<file path="src/hdl/gddr_wr_pkg.sv">
// Constants, types and encodings for the write, precharge and power-down block.
// Assumes a 200 MHz core clock that oversamples the DRAM command clock.
//
// How it works
// WRITE carries column and bank; address bit 8 selects auto-precharge.
// Auto-precharge closes the row after the burst, once row-active minimum passed.
// First element on first strobe rise after write latency, then every strobe edge.
// Controller drives a preamble: half cycle high, half cycle low.
// Controller actively drives the strobe high for one postamble cycle.
// Controller toggles the strobe only while data is transferred.
// Controller places first strobe rise within latency plus or minus quarter clock.
// After a burst, data lines stay undriven and extra data is ignored.
// A write burst is never cut short by a later command.
// Controller spaces writes at least half the burst length apart.
// Controller waits write-to-read time, two clocks, before a READ.
// Controller waits write recovery time before a PRECHARGE.
// Controller waits precharge time before next command to that bank.
// PRECHARGE closes one bank or all, chosen by address bit 8.
// A precharged bank is idle and needs activation before READ or WRITE.
// Controller holds clock enable high until the burst has completed.
// Clock enable registered low enters power-down, active or precharge kind.
// In power-down only clock and clock enable inputs are heard.
// Controller waits 200 cycles before READ after loop re-enable.
// Controller keeps clock enable low and clock stable during power-down.
// Clock enable high with NOP or DESELECT exits power-down.
// Controller prefers self-refresh for long idle periods.
// WRITE code: select low, row high, column low, write enable low.
// PRECHARGE code: select low, row low, column high, write enable low.
// NOP is select low, rest high; select high is DESELECT.
// Controller keeps its own per-bank timers and power-down exit counter; the model keeps neither, and the bench waits fixed times instead.

package gddr_wr_pkg;

  // ****************************************************************
  // Sizes and timing
  // ****************************************************************
  localparam int CLK_PERIOD_NS = 5;
  localparam int RAS_MIN_NS = 40;
  localparam int RAS_MIN_CYC = (RAS_MIN_NS + CLK_PERIOD_NS - 1) / CLK_PERIOD_NS;
  localparam logic [7:0] RAS_MIN_CNT = 8'(RAS_MIN_CYC);
  localparam int NUM_BANKS = 4;
  localparam int ADDR_W = 12;
  localparam int DQ_W = 32;
  localparam int BURST_LENGTH = 4;
  localparam logic [1:0] LAST_BEAT = 2'(BURST_LENGTH - 1);
  localparam int LAT_DEPTH = 3;
  localparam int FIFO_DEPTH = 8;
  localparam int AP_BIT = 8;

  // ****************************************************************
  // Command codes {select, row, column, write enable}, active low
  // ****************************************************************
  localparam logic [3:0] CMD_WRITE = 4'h4;
  localparam logic [3:0] CMD_PRECHARGE = 4'h2;
  localparam logic [3:0] CMD_ACTIVE = 4'h3;
  localparam logic [3:0] CMD_NOP = 4'h7;

  // ****************************************************************
  // Types
  // ****************************************************************
  typedef struct packed {
    logic dclk;
    logic cke;
    logic csN;
    logic rasN;
    logic casN;
    logic weN;
    logic [1:0] bank;
    logic [ADDR_W-1:0] addr;
    logic strobe;
    logic [DQ_W-1:0] dq;
  } pins_type;

  typedef struct packed {
    logic valid;
    logic autoPre;
    logic [1:0] bank;
    logic [ADDR_W-1:0] addr;
  } wrcmd_type;

  typedef struct packed {
    logic [1:0] bank;
    logic [ADDR_W-1:0] addr;
    logic [1:0] beat;
    logic [DQ_W-1:0] data;
  } wrbeat_type;

  typedef enum logic [1:0] {PWR_ON = 2'h1, PWR_DOWN = 2'h2} pwr_type;
  typedef enum logic [1:0] {CAP_IDLE = 2'h1, CAP_RUN = 2'h2} cap_type;

endpackage : gddr_wr_pkg

</file>
<file path="src/hdl/dram_write_precharge_powerdown.sv">
// Write capture, precharge and power-down logic of the DRAM, plus its beat FIFO.
// Assumes all pins come from outside the clock domain and the command clock
// is far slower than clk, so every pin edge is seen after synchronisation.
`timescale 1ns/10ps
`default_nettype none

// ****************************************************************
// Beat FIFO
// ****************************************************************
// Depth must be a power of two; pointers wrap by overflow.
module sync_fifo #(
  parameter int WIDTH = 8,
  parameter int DEPTH = 8
) (
  input wire logic clk,
  input wire logic rst,
  input wire logic inValid,
  output logic inReady,
  input wire logic [WIDTH-1:0] inData,
  output logic outValid,
  input wire logic outReady,
  output logic [WIDTH-1:0] outData
);
  localparam int AW = $clog2(DEPTH);
  logic [WIDTH-1:0] mem_q [DEPTH];
  logic [AW-1:0] wrPtr_q, wrPtr_d, rdPtr_q, rdPtr_d;
  logic [AW:0] count_q, count_d;
  logic push, pop;

  assign inReady = count_q != (AW+1)'(DEPTH);
  assign outValid = count_q != '0;
  assign outData = mem_q[rdPtr_q];

  always_comb begin
    push = inValid & inReady;
    pop = outValid & outReady;
    wrPtr_d = push ? wrPtr_q + 1'b1 : wrPtr_q;
    rdPtr_d = pop ? rdPtr_q + 1'b1 : rdPtr_q;
    count_d = count_q + {{AW{1'b0}}, push} - {{AW{1'b0}}, pop};
  end

  always_ff @(posedge clk) begin
    if (rst) begin
      wrPtr_q <= '0;
      rdPtr_q <= '0;
      count_q <= '0;
    end else begin
      wrPtr_q <= wrPtr_d;
      rdPtr_q <= rdPtr_d;
      count_q <= count_d;
    end
  end

  always_ff @(posedge clk) begin
    if (push) begin
      mem_q[wrPtr_q] <= inData;
    end
  end
endmodule : sync_fifo

// ****************************************************************
// Top
// ****************************************************************
module dram_write_precharge_powerdown (
  input wire logic clk,
  input wire logic rst,
  input wire logic dclkPin,
  input wire logic ckePin,
  input wire logic csNPin,
  input wire logic rasNPin,
  input wire logic casNPin,
  input wire logic weNPin,
  input wire logic [1:0] bankPin,
  input wire logic [11:0] addrPin,
  input wire logic strobePin,
  input wire logic [31:0] dqIn,
  output logic [31:0] dqOut,
  output logic [31:0] dqOeN,
  input wire logic [1:0] writeLatency,
  output logic beatValid,
  input wire logic beatReady,
  output gddr_wr_pkg::wrbeat_type beatData,
  output logic [3:0] bankOpen,
  output logic powerDown,
  output logic activePowerDown,
  output logic burstBusy,
  output logic overflow
);
  gddr_wr_pkg::pins_type s1_q, s2_q, pinsRaw;
  logic dclkD_q, strobeD_q;
  logic dRise, dFall, sRise, sFall;
  logic [3:0] cmdCode;
  logic isNop, cmdLive, wrHit, preHit, actHit;
  wire logic [3:0] openV;
  gddr_wr_pkg::pwr_type pwr_q, pwr_d;
  logic actPd_q, actPd_d;
  gddr_wr_pkg::wrcmd_type lat_q [gddr_wr_pkg::LAT_DEPTH];
  gddr_wr_pkg::wrcmd_type lat_d [gddr_wr_pkg::LAT_DEPTH];
  gddr_wr_pkg::wrcmd_type newCmd, sel, pend_q, pend_d, cur_q, cur_d;
  gddr_wr_pkg::cap_type cap_q, cap_d;
  logic [1:0] beat_q, beat_d, latIdx;
  logic armed, wEdge, load, push, done, fifoReady;
  logic busy_q, busy_d, ovf_q, ovf_d;
  gddr_wr_pkg::wrbeat_type pushData;

  // ****************************************************************
  // Pin synchronisers and edge finding
  // ****************************************************************
  assign pinsRaw = '{dclk: dclkPin, cke: ckePin, csN: csNPin, rasN: rasNPin,
                     casN: casNPin, weN: weNPin, bank: bankPin, addr: addrPin,
                     strobe: strobePin, dq: dqIn};

  always_ff @(posedge clk) begin
    s1_q <= pinsRaw;
    s2_q <= s1_q;
    dclkD_q <= s2_q.dclk;
    strobeD_q <= s2_q.strobe;
  end

  assign dRise = s2_q.dclk & ~dclkD_q;
  assign dFall = ~s2_q.dclk & dclkD_q;
  assign sRise = s2_q.strobe & ~strobeD_q;
  assign sFall = ~s2_q.strobe & strobeD_q;

  // ****************************************************************
  // Command decode
  // ****************************************************************
  assign cmdCode = {s2_q.csN, s2_q.rasN, s2_q.casN, s2_q.weN};
  assign isNop = s2_q.csN | (cmdCode == gddr_wr_pkg::CMD_NOP);
  // Commands count only while powered up and clock enable high
  assign cmdLive = dRise & (pwr_q == gddr_wr_pkg::PWR_ON) & s2_q.cke;
  // Writes to an idle bank are dropped
  assign wrHit = cmdLive & (cmdCode == gddr_wr_pkg::CMD_WRITE)
               & openV[s2_q.bank]; // see R23
  assign preHit = cmdLive & (cmdCode == gddr_wr_pkg::CMD_PRECHARGE);
  assign actHit = cmdLive & (cmdCode == gddr_wr_pkg::CMD_ACTIVE);

  // ****************************************************************
  // Power-down
  // ****************************************************************
  always_comb begin
    pwr_d = pwr_q;
    actPd_d = actPd_q;
    if (dRise) begin
      case (pwr_q)
        gddr_wr_pkg::PWR_ON: if (!s2_q.cke) begin
          pwr_d = gddr_wr_pkg::PWR_DOWN;
          actPd_d = |openV;
        end
        gddr_wr_pkg::PWR_DOWN: if (s2_q.cke && isNop) begin
          pwr_d = gddr_wr_pkg::PWR_ON;
          actPd_d = 1'b0;
        end
        default: pwr_d = gddr_wr_pkg::PWR_ON;
      endcase
    end
  end

  always_ff @(posedge clk) begin
    if (rst) begin
      pwr_q <= gddr_wr_pkg::PWR_ON;
      actPd_q <= 1'b0;
    end else begin
      pwr_q <= pwr_d;
      actPd_q <= actPd_d;
    end
  end

  // ****************************************************************
  // Write latency pipe and strobe capture
  // ****************************************************************
  assign newCmd = '{valid: wrHit, autoPre: s2_q.addr[gddr_wr_pkg::AP_BIT],
                    bank: s2_q.bank, addr: s2_q.addr};
  assign latIdx = (writeLatency == 2'h0) ? 2'h0 : writeLatency - 2'h1;
  assign sel = lat_q[latIdx];
  assign pushData = '{bank: cur_q.bank, addr: cur_q.addr, beat: beat_q,
                      data: s2_q.dq};

  always_comb begin
    for (int i = 0; i < gddr_wr_pkg::LAT_DEPTH; i++) begin
      lat_d[i] = lat_q[i];
    end
    if (dRise) begin
      lat_d[0] = newCmd;
      for (int i = 1; i < gddr_wr_pkg::LAT_DEPTH; i++) begin
        lat_d[i] = lat_q[i-1];
      end
    end
    cap_d = cap_q;
    cur_d = cur_q;
    beat_d = beat_q;
    pend_d = pend_q;
    push = 1'b0;
    done = 1'b0;
    load = 1'b0;
    // Arm half a clock early so a strobe a quarter clock early is still caught
    armed = dFall & sel.valid & (pwr_q == gddr_wr_pkg::PWR_ON);
    // First beat only on a rise, so the preamble fall is skipped
    wEdge = ((beat_q == 2'h0) ? sRise : (sRise | sFall))
          & (pwr_q == gddr_wr_pkg::PWR_ON); // see R03
    case (cap_q)
      gddr_wr_pkg::CAP_IDLE: if (pend_q.valid) begin
        load = 1'b1;
      end
      gddr_wr_pkg::CAP_RUN: if (wEdge) begin
        push = 1'b1;
        beat_d = beat_q + 2'h1;
        if (beat_q == gddr_wr_pkg::LAST_BEAT) begin
          done = 1'b1;
          if (pend_q.valid) begin
            load = 1'b1;
          end else begin
            cap_d = gddr_wr_pkg::CAP_IDLE;
          end
        end
      end
      default: cap_d = gddr_wr_pkg::CAP_IDLE;
    endcase
    // Commands never abort a running burst
    if (load) begin
      cur_d = pend_q;
      cap_d = gddr_wr_pkg::CAP_RUN;
      beat_d = 2'h0;
      pend_d.valid = 1'b0;
    end
    if (armed) begin
      pend_d = sel;
    end
    busy_d = (cap_d == gddr_wr_pkg::CAP_RUN) | pend_d.valid;
    for (int i = 0; i < gddr_wr_pkg::LAT_DEPTH; i++) begin
      busy_d = busy_d | lat_d[i].valid;
    end
    // Full FIFO loses the beat; the sticky flag tells the user
    ovf_d = ovf_q | (push & ~fifoReady);
  end

  always_ff @(posedge clk) begin
    if (rst) begin
      for (int i = 0; i < gddr_wr_pkg::LAT_DEPTH; i++) begin
        lat_q[i] <= '0;
      end
      cap_q <= gddr_wr_pkg::CAP_IDLE;
      cur_q <= '0;
      beat_q <= 2'h0;
      pend_q <= '0;
      busy_q <= 1'b0;
      ovf_q <= 1'b0;
    end else begin
      lat_q <= lat_d;
      cap_q <= cap_d;
      cur_q <= cur_d;
      beat_q <= beat_d;
      pend_q <= pend_d;
      busy_q <= busy_d;
      ovf_q <= ovf_d;
    end
  end

  sync_fifo #(
    .WIDTH($bits(gddr_wr_pkg::wrbeat_type)),
    .DEPTH(gddr_wr_pkg::FIFO_DEPTH)
  ) beatFifo (
    .clk(clk),
    .rst(rst),
    .inValid(push),
    .inReady(fifoReady),
    .inData(pushData),
    .outValid(beatValid),
    .outReady(beatReady),
    .outData(beatData)
  );

  // ****************************************************************
  // Banks
  // ****************************************************************
  for (genvar b = 0; b < gddr_wr_pkg::NUM_BANKS; b++) begin : perBank
    logic open_q, open_d, apw_q, apw_d;
    logic [7:0] ras_q, ras_d;
    assign openV[b] = open_q;

    always_comb begin
      open_d = open_q;
      apw_d = apw_q;
      ras_d = (open_q && ras_q != gddr_wr_pkg::RAS_MIN_CNT) ? ras_q + 8'h1 : ras_q;
      if (done && cur_q.autoPre && cur_q.bank == 2'(b)) begin
        apw_d = 1'b1;
      end
      if (apw_q && ras_q == gddr_wr_pkg::RAS_MIN_CNT) begin
        open_d = 1'b0;
        apw_d = 1'b0;
      end
      if (preHit && (s2_q.addr[gddr_wr_pkg::AP_BIT] || s2_q.bank == 2'(b))) begin
        open_d = 1'b0;
        apw_d = 1'b0;
      end
      if (actHit && !open_q && s2_q.bank == 2'(b)) begin
        open_d = 1'b1;
        ras_d = 8'h0;
        apw_d = 1'b0;
      end
    end

    always_ff @(posedge clk) begin
      if (rst) begin
        open_q <= 1'b0;
        apw_q <= 1'b0;
        ras_q <= 8'h0;
      end else begin
        open_q <= open_d;
        apw_q <= apw_d;
        ras_q <= ras_d;
      end
    end

  end

  // ****************************************************************
  // Outputs
  // ****************************************************************
  // The data lines are never driven here; read data lives elsewhere
  assign dqOut = 32'h0000_0000;
  assign dqOeN = 32'hffff_ffff;
  assign bankOpen = openV;
  assign powerDown = pwr_q[1];
  assign activePowerDown = actPd_q;
  assign burstBusy = busy_q;
  assign overflow = ovf_q;
endmodule : dram_write_precharge_powerdown

`default_nettype wire

</file>
<file path="config.mk">
export PLATFORM = sky130hd
export DESIGN_NAME = dram_write_precharge_powerdown
export DESIGN_NICKNAME = d
export VERILOG_FILES = /design/src/hdl/gddr_wr_pkg.sv /design/src/hdl/dram_write_precharge_powerdown.sv
export SDC_FILE = /design/constraint.sdc
export NUM_CORES = 1
export LEC_CHECK = 0
export ABC_CLOCK_PERIOD_IN_PS = 19500
export BUFFER_PORTS_ARGS = -buffer_cell sky130_fd_sc_hd__buf_4
export CAP_MARGIN = 15
export CORE_MARGIN = 5
export CORE_UTILIZATION = 45
export CTS_BUF_LIST = sky130_fd_sc_hd__clkbuf_4 sky130_fd_sc_hd__clkbuf_8
export CTS_CLUSTER_SIZE = 8
export DETAILED_ROUTE_END_ITERATION = 10
export GPL_TIMING_DRIVEN = 0
export HOLD_SLACK_MARGIN = 0.06
export SYNTH_ARGS = -nofsm -noshare
export SYNTH_HDL_FRONTEND = slang
export SYNTH_SLANG_ARGS = --single-unit
</file>
<file path="constraint.sdc">
create_clock -name clk -period 19.5 [get_ports clk]
set_input_delay 1.95 -clock clk [delete_from_list [all_inputs] [get_ports clk]]
set_output_delay 1.95 -clock clk [all_outputs]
set_load 0.05 [all_outputs]
</file>
Word-level counts from Yosys, hierarchy flattened. Memory sizes are Yosys's and may differ from the RTL's. A register that Yosys moved wholly into a read port is not among the register bits. Cells that the tools add are included.

Flip-flop bits (word level): 246. Bits in latches: 0. RAM bits: 384. Bits in read-only memories: 0. Input port bits: 58. Output and inout bits: 121. Word-level logic and storage cells: 234. Memories kept: 1.

Add/subtract/negate cells: 10. $mul: 0. Divide/modulo/power cells: 0. $lt $le $gt $ge: 2. Equal/unequal tests: 27. Shift operators: 0. Mux-type cells: 46. Bitwise logic cells: 29. Reduce and logical (&&, ||, !) cells: 57.

Memories: beatFifo.mem_q (words 8, width 48, read ports 1, clocked after Yosys merged registers in 1, write ports 1, RTL line dram_write_precharge_powerdown.sv:25) `logic [WIDTH-1:0] mem_q [DEPTH];`.

Operators by type and width (count): 16-bit two-way mux (3); 48-bit two-way mux (1); 8-bit by 1-bit adder with 8-bit output, second input constant (4); 16-bit binary-select mux with 2-bit select (1); 8-bit by 4-bit == test with 1-bit output, second input constant (4); 8-bit by 4-bit inequality test with 1-bit output, second input constant (4); 1-bit two-way mux (27); 1-bit logical AND (26); 4-bit OR reduction (5); 1-bit AND (16); 2-bit == test, second input constant (8); 2-bit two-way mux (7); 3-bit nonzero test (4); 2-bit OR reduction (5); 2-bit by 1-bit == test with 1-bit output, second input constant (4); 4-bit by 2-bit == test with 1-bit output, second input constant (2); 4-bit by 3-bit == test with 1-bit output, second input constant (2); 2-bit logical NOT (4); 2-bit case mux with 2 select lines (2); 1-bit OR (7); 3-bit by 1-bit adder with 3-bit output, second input constant (2); 3-bit two-way mux (2); 1-bit inverter (5); 4-bit by 1-bit adder with 4-bit output (1); 17 further kinds (25).

Longest topological paths before layout.
Depth in word-level cells: 13. Gate-level depth with buffers: 12. Gate-level depth less buffers: 12.

By module. From an unflattened synthesis, not the netlist that was laid out.

Cell total of the unflattened synthesis: 1459. Area total of the unflattened synthesis: 23329.9 sq um.

By module, submodules not included: sync_fifo (instances 1, cells each 636, area an instance 15275.9 sq um, seq. area each 11791.3 sq um); dram_write_precharge_powerdown (instances 1, cells each 823, area an instance 8054.0 sq um, seq. area each 4624.4 sq um).

Worst setup path before layout. OpenSTA, ideal clock, no wires.

Path kind: register -> register. Start point: register beat_q[0]. End point: memory beatFifo.mem_q[2][0] (netlist bit) (enable). Library setup time: 590 ps. Arrival: 6530 ps. Required time: 18910 ps. Setup slack: 12381 ps. Cell stages (with the launch flop): 7. Path buffers: 0. Clock period less this slack: 7119 ps. Cells stage by stage: dfxtp_1 > inv_1 > ha_1 > nor2b_1 > nor3_1 > nand2b_1 > nor4b_1.

Longest elaborated chain between the ends: 8.

RTL lines: start, declared (RTL line dram_write_precharge_powerdown.sv:101) `logic [1:0] beat_q, beat_d, latIdx;`; start signal, assigned (RTL line dram_write_precharge_powerdown.sv:252) `beat_q <= beat_d;`; 2-bit logical NOT (RTL line dram_write_precharge_powerdown.sv:199) `wEdge = ((beat_q == 2'h0) ? sRise : (sRise | sFall))`; 1-bit two-way mux (RTL line dram_write_precharge_powerdown.sv:199); 1-bit AND (RTL line dram_write_precharge_powerdown.sv:200) `& (pwr_q == gddr_wr_pkg::PWR_ON);`; 1-bit two-way mux (RTL line dram_write_precharge_powerdown.sv:205) `gddr_wr_pkg::CAP_RUN: if (wEdge) begin`; 1-bit two-way mux (RTL line dram_write_precharge_powerdown.sv:201) `case (cap_q)`; 1-bit AND (RTL line dram_write_precharge_powerdown.sv:35) `push = inValid & inReady;`; 1-bit two-way mux (RTL line dram_write_precharge_powerdown.sv:55) `if (push) begin`; 1-bit two-way mux (implied by the code) (RTL line dram_write_precharge_powerdown.sv:56) `mem_q[wrPtr_q] <= inData;`; end, declared (RTL line dram_write_precharge_powerdown.sv:25).

Every way passes these cells.

==> flow_results.org <==
** Status
- The flow ran to the end, and the final reports show no timing, DRC or antenna violations.

** Clock tree
- In this run the deepest clock path goes through 3 buffers.
- After clock tree synthesis, the clock-pin slew on the worst setup and hold paths is approximately 60 ps.
- Cts bufs inserted :: approximately 100
- The tree is rooted in a sky130_fd_sc_hd__clkbuf_8.
- The later pin in the worst-skew pair is clocked with a latency of between 600 and 700 ps.
- H-tree depth :: 3
- Hold bufs inserted after CTS :: 0
- TritonCTS built the clock tree.
- Number of setup buffers added after CTS :: 0
- CTS sink cnt :: 628
- Post-CTS resize count :: 0

** Die
- Measured along the y axis, the die boundary spans ~240 µm.
- The die is approximately 240 µm wide.
- Placement Rows :: just over 80
- The floorplan step defined a die boundary enclosing ~56,000 µm².
- Once the floorplan was initialized, standard cells occupied a little under half of the core.
- The core region is 51,100 µm².
- Number of top-level pins :: 179

** Placement
- Summed over all nets, the half-perimeter wirelength after detailed placement is 31.3 mm.
- Post-placement cell count :: about 2,400
- OpenSTA, run right after detailed placement, puts the worst setup slack at 14,510 ps.
- The congestion estimate from routability-driven global placement came to 0.770.
- Port Buf Inserts :: around 110

** Logic synthesis
- Summing every instance area after synthesis gives ~23,000 µm².
- Yosys warnings :: 0
- The synthesized design contains ~380 enable-type register cells.
- Sequential cells were found to cover 71.2% of the synthesized design area.
- For this run, asynchronously set or reset flops after synthesis account for 0%.
- Gate Count Post-Synth :: 1,453
- Primary FF master, synth :: sky130_fd_sc_hd__edfxtp_1
- In this run, synthesis produced a sequential element count of about 630.
- The netlist uses 56 different library cells.
- In this run the mean area of a mapped cell was about 16 µm².

** Finish
- In the layout the commonest cells are sky130_fd_sc_hd__edfxtp_1, sky130_fd_sc_hd__dfxtp_1, sky130_fd_sc_hd__buf_4.
- Most frequent standard cell in the layout excluding fill and tap cells :: sky130_fd_sc_hd__edfxtp_1
- Fin nets :: approximately 1,900
- Post-Layout Cell Count :: roughly 2,600
- Cells with a size suffix above 1 make up 31.6% of the layout.
- Signed area change from the synthesized netlist to the final layout :: 20.7%

** STA
- Upper clock frequency limit :: ~180 MHz
- For the final database, setup skew stands at 36.5 ps.
- RSZ-0062 raised after global routing :: false
- Total negative setup slack :: 0 ps
- Actual transition at the worst max-transition pin :: around 940 ps
- Final Max Tran Viols :: 0
- Final Worst Setup Slack :: roughly 14,000 ps
- The worst pin sits at a relative slew slack of ~37%.
- The smallest clock period supported by the final layout is computed as between 5000 and 6000 ps.
- In the finished design, the share of the clock period the worst path needs comes to 28.4%.
- Final hold viol count :: 0
- Setup Viol. Count Final :: 0

** Worst setup path
- Cell with the largest stage delay on the worst path :: sky130_fd_sc_hd__clkbuf_1
- The number of buffers and inverters on the critical path is 4.
- STA puts the critical path data required time at about 18,000 ps.
- Most frequent cell on the critical path :: sky130_fd_sc_hd__clkbuf_1
- Cells traversed along the worst timing path :: clkbuf_1, clkbuf_1, clkbuf_1, mux4_2, mux2_2, buf_4
- The worst setup path is launched from a register.
- Crit Path Category :: reg2out
- Largest fanout of any net on the critical path :: 10
- Cell family with most CP delay :: buffers and inverters
- On the worst path, the slowest cell contributes a delay of approximately 650 ps.
- STA puts the critical path data arrival time at between 3000 and 4000 ps.
- The worst setup path is captured at an output pin.

** Routing
- Count of routing violations after the opening detailed-route iteration :: approximately 650
- For this block, the routed nets add up to between 40 and 50 mm of wire.
- Post-detailed-route DRC marker count :: 0
- Dividing the detail-routed wire length by the instance count gives 18.1 µm.
- Vias per std cell :: 4.91
- Across all layers, the routed design uses between 10,000 and 15,000 vias.
- Antenna viol nets, final :: 0
- For this run, the detailed router's first-pass iteration total came to 5.

** Power
- Dividing total power by cell area gives a power density of 117 nW/µm².
- VDD sags by at most approximately 0.062 mV.
- Static power due to leakage :: between 9 and 10 nW
- Switching Fraction :: a little over a quarter
- Net Sw Power :: between 800 and 900 µW
- Share of power burned in combinational logic :: a little under a fifth
- Internal power :: ~2.4 mW
- Per report_power, the sequential group accounts for about 44% of the total.
- Clock network fraction of total power :: a little under two fifths

** Global routing
- Number of antenna violations at the first check in global routing :: 1
- Across every metal layer, demand over resource in global routing totals roughly 17%.
- The first global-routing pass estimated 73.5 mm of wire.
- Vias in the first global route :: 13,178
- After global routing the overflow that remains totals 0.
- Maximum number of pins on one net before global-route repair :: 25

** Hold path
- Hold crit path type :: reg2reg

** Run
- Max-cap violation count :: 0
-- kinds of logic (layout without fill, tap and decap cells) --
| kind of cell | after synthesis | in the layout | synth area share [%] |
|---|---|---|---|
| flops | 628 | 628 | 71.2 |
| simple gates | 317 | 317 | 6.36 |
| mux | 175 | 175 | 13.1 |
| buf+inv | 161 | 520 | 3.82 |
| compound gates | 112 | 112 | 2.91 |
| xor+xnor | 35 | 35 | 1.33 |
| fa+ha+maj | 23 | 23 | 1.28 |
| other cells | 2 | 65 | 0.0326 |
-- area by class of cell --
| class | instances | area [µm²] |
|---|---|---|
| antenna | 1 | 2.50 |
| buffer | 133 | 776 |
| clock buffer | 163 | 2000 |
| clock inverter | 33 | 263 |
| fill | 4143 | 23200 |
| inverter | 28 | 105 |
| multi-input combinational | 726 | 6050 |
| sequential | 628 | 16400 |
| tap | 680 | 851 |
| timing repair buffer | 163 | 1390 |
-- final timing paths --
check | startpoint | end | slack [ps] | depth (start not counted)
worst max register to register | beat_q[0]$_SDFFE_PP0P_ | beatFifo.mem_q[6][20]$_DFFE_PP_ | 15350 | 12
worst max-delay path | register | beatData[32] | 13970 | 6
worst min register to register | s1_q[0]$_DFF_P_ | pushData[0]$_DFF_P_ | 320 | 0
worst min-delay path | s1_q[0]$_DFF_P_ | pushData[0]$_DFF_P_ | 320 | 0
-- power groups by stage --
stage	logic (mW)	clock network [mW]	registers, mW
final	0.607	1.21	1.44
after global routing	0.649	1.30	1.44
after CTS	0.622	1.24	1.44
after detailed placement	0.620	0	1.47
after global placement	0.614	0	1.47
after floorplan	0.464	0	1.46
-- Yosys cell counts, types with 2 or more instances --
cell type | n | area, µm²
sky130_fd_sc_hd__a211oi_1 | 17 | 128
sky130_fd_sc_hd__a21o_1 | 2 | 15.0
sky130_fd_sc_hd__a21oi_1 | 75 | 375
sky130_fd_sc_hd__and3_1 | 5 | 31.3
sky130_fd_sc_hd__buf_1 | 10 | 37.5
sky130_fd_sc_hd__buf_2 | 11 | 55.1
sky130_fd_sc_hd__buf_4 | 70 | 526
sky130_fd_sc_hd__clkbuf_1 | 42 | 158
sky130_fd_sc_hd__conb_1 | 2 | 7.51
sky130_fd_sc_hd__dfxtp_1 | 244 | 4880
sky130_fd_sc_hd__edfxtp_1 | 384 | 11500
sky130_fd_sc_hd__ha_1 | 22 | 275
sky130_fd_sc_hd__inv_1 | 27 | 101
sky130_fd_sc_hd__mux2_2 | 48 | 541
sky130_fd_sc_hd__mux2i_1 | 30 | 300
sky130_fd_sc_hd__mux4_2 | 97 | 2180
sky130_fd_sc_hd__nand2_1 | 124 | 465
sky130_fd_sc_hd__nand2_2 | 2 | 12.5
sky130_fd_sc_hd__nand2b_1 | 8 | 50.1
sky130_fd_sc_hd__nand3_1 | 19 | 95.1
sky130_fd_sc_hd__nand4_1 | 14 | 87.6
sky130_fd_sc_hd__nor2_1 | 104 | 390
sky130_fd_sc_hd__nor2b_1 | 6 | 37.5
sky130_fd_sc_hd__nor3_1 | 6 | 30.0
sky130_fd_sc_hd__nor3b_1 | 4 | 30.0
sky130_fd_sc_hd__nor4_1 | 3 | 18.8
sky130_fd_sc_hd__nor4b_1 | 6 | 52.6
sky130_fd_sc_hd__o211ai_1 | 2 | 15.0
sky130_fd_sc_hd__o21ai_0 | 4 | 20.0
sky130_fd_sc_hd__o221ai_1 | 3 | 26.3
sky130_fd_sc_hd__or3_1 | 2 | 12.5
sky130_fd_sc_hd__or4_1 | 2 | 15.0
sky130_fd_sc_hd__or4_4 | 2 | 22.5
sky130_fd_sc_hd__xnor2_1 | 13 | 114
sky130_fd_sc_hd__xor2_1 | 22 | 193
-- sequential cells by signal, summed over array words and instances (netlist names), 2 cells and up, named ones only --
register and count:
s2_q 3, cap_q 2, beatFifo.rdPtr_q 3, cmdCode 4
beatFifo.count_q 4, newCmd 14, perBank.ras_q 32, pend_q 15
cur_q 14, pushData 32, beat_q 2, pwr_q 2
beatFifo.mem_q 384, perBank.apw_q 4, s1_q 53, beatFifo.wrPtr_q 3
lat_q 45, perBank.open_q 4
-- layer usage --
layer,vias up,wire (µm),global-route usage [%]
met1,6240,20100,21.9
li1,5947,-,-
met4,0,913,4.93
met2,269,23200,28.1
met3,80,2000,3.69
met5,-,0,0
-- through the flow --
step	hold slack (ps)	cell area (µm²)	power (mW)	utilization (%)
final	322	27900	3.25	54.5
after global routing	331	27900	3.39	54.5
after CTS	326	27900	3.30	54.5
after detailed placement	312	25600	2.09	50.1
after global placement	310	25000	2.08	48.9
after floorplan	310	23300	1.93	-
(Power assumes the default switching activity.)
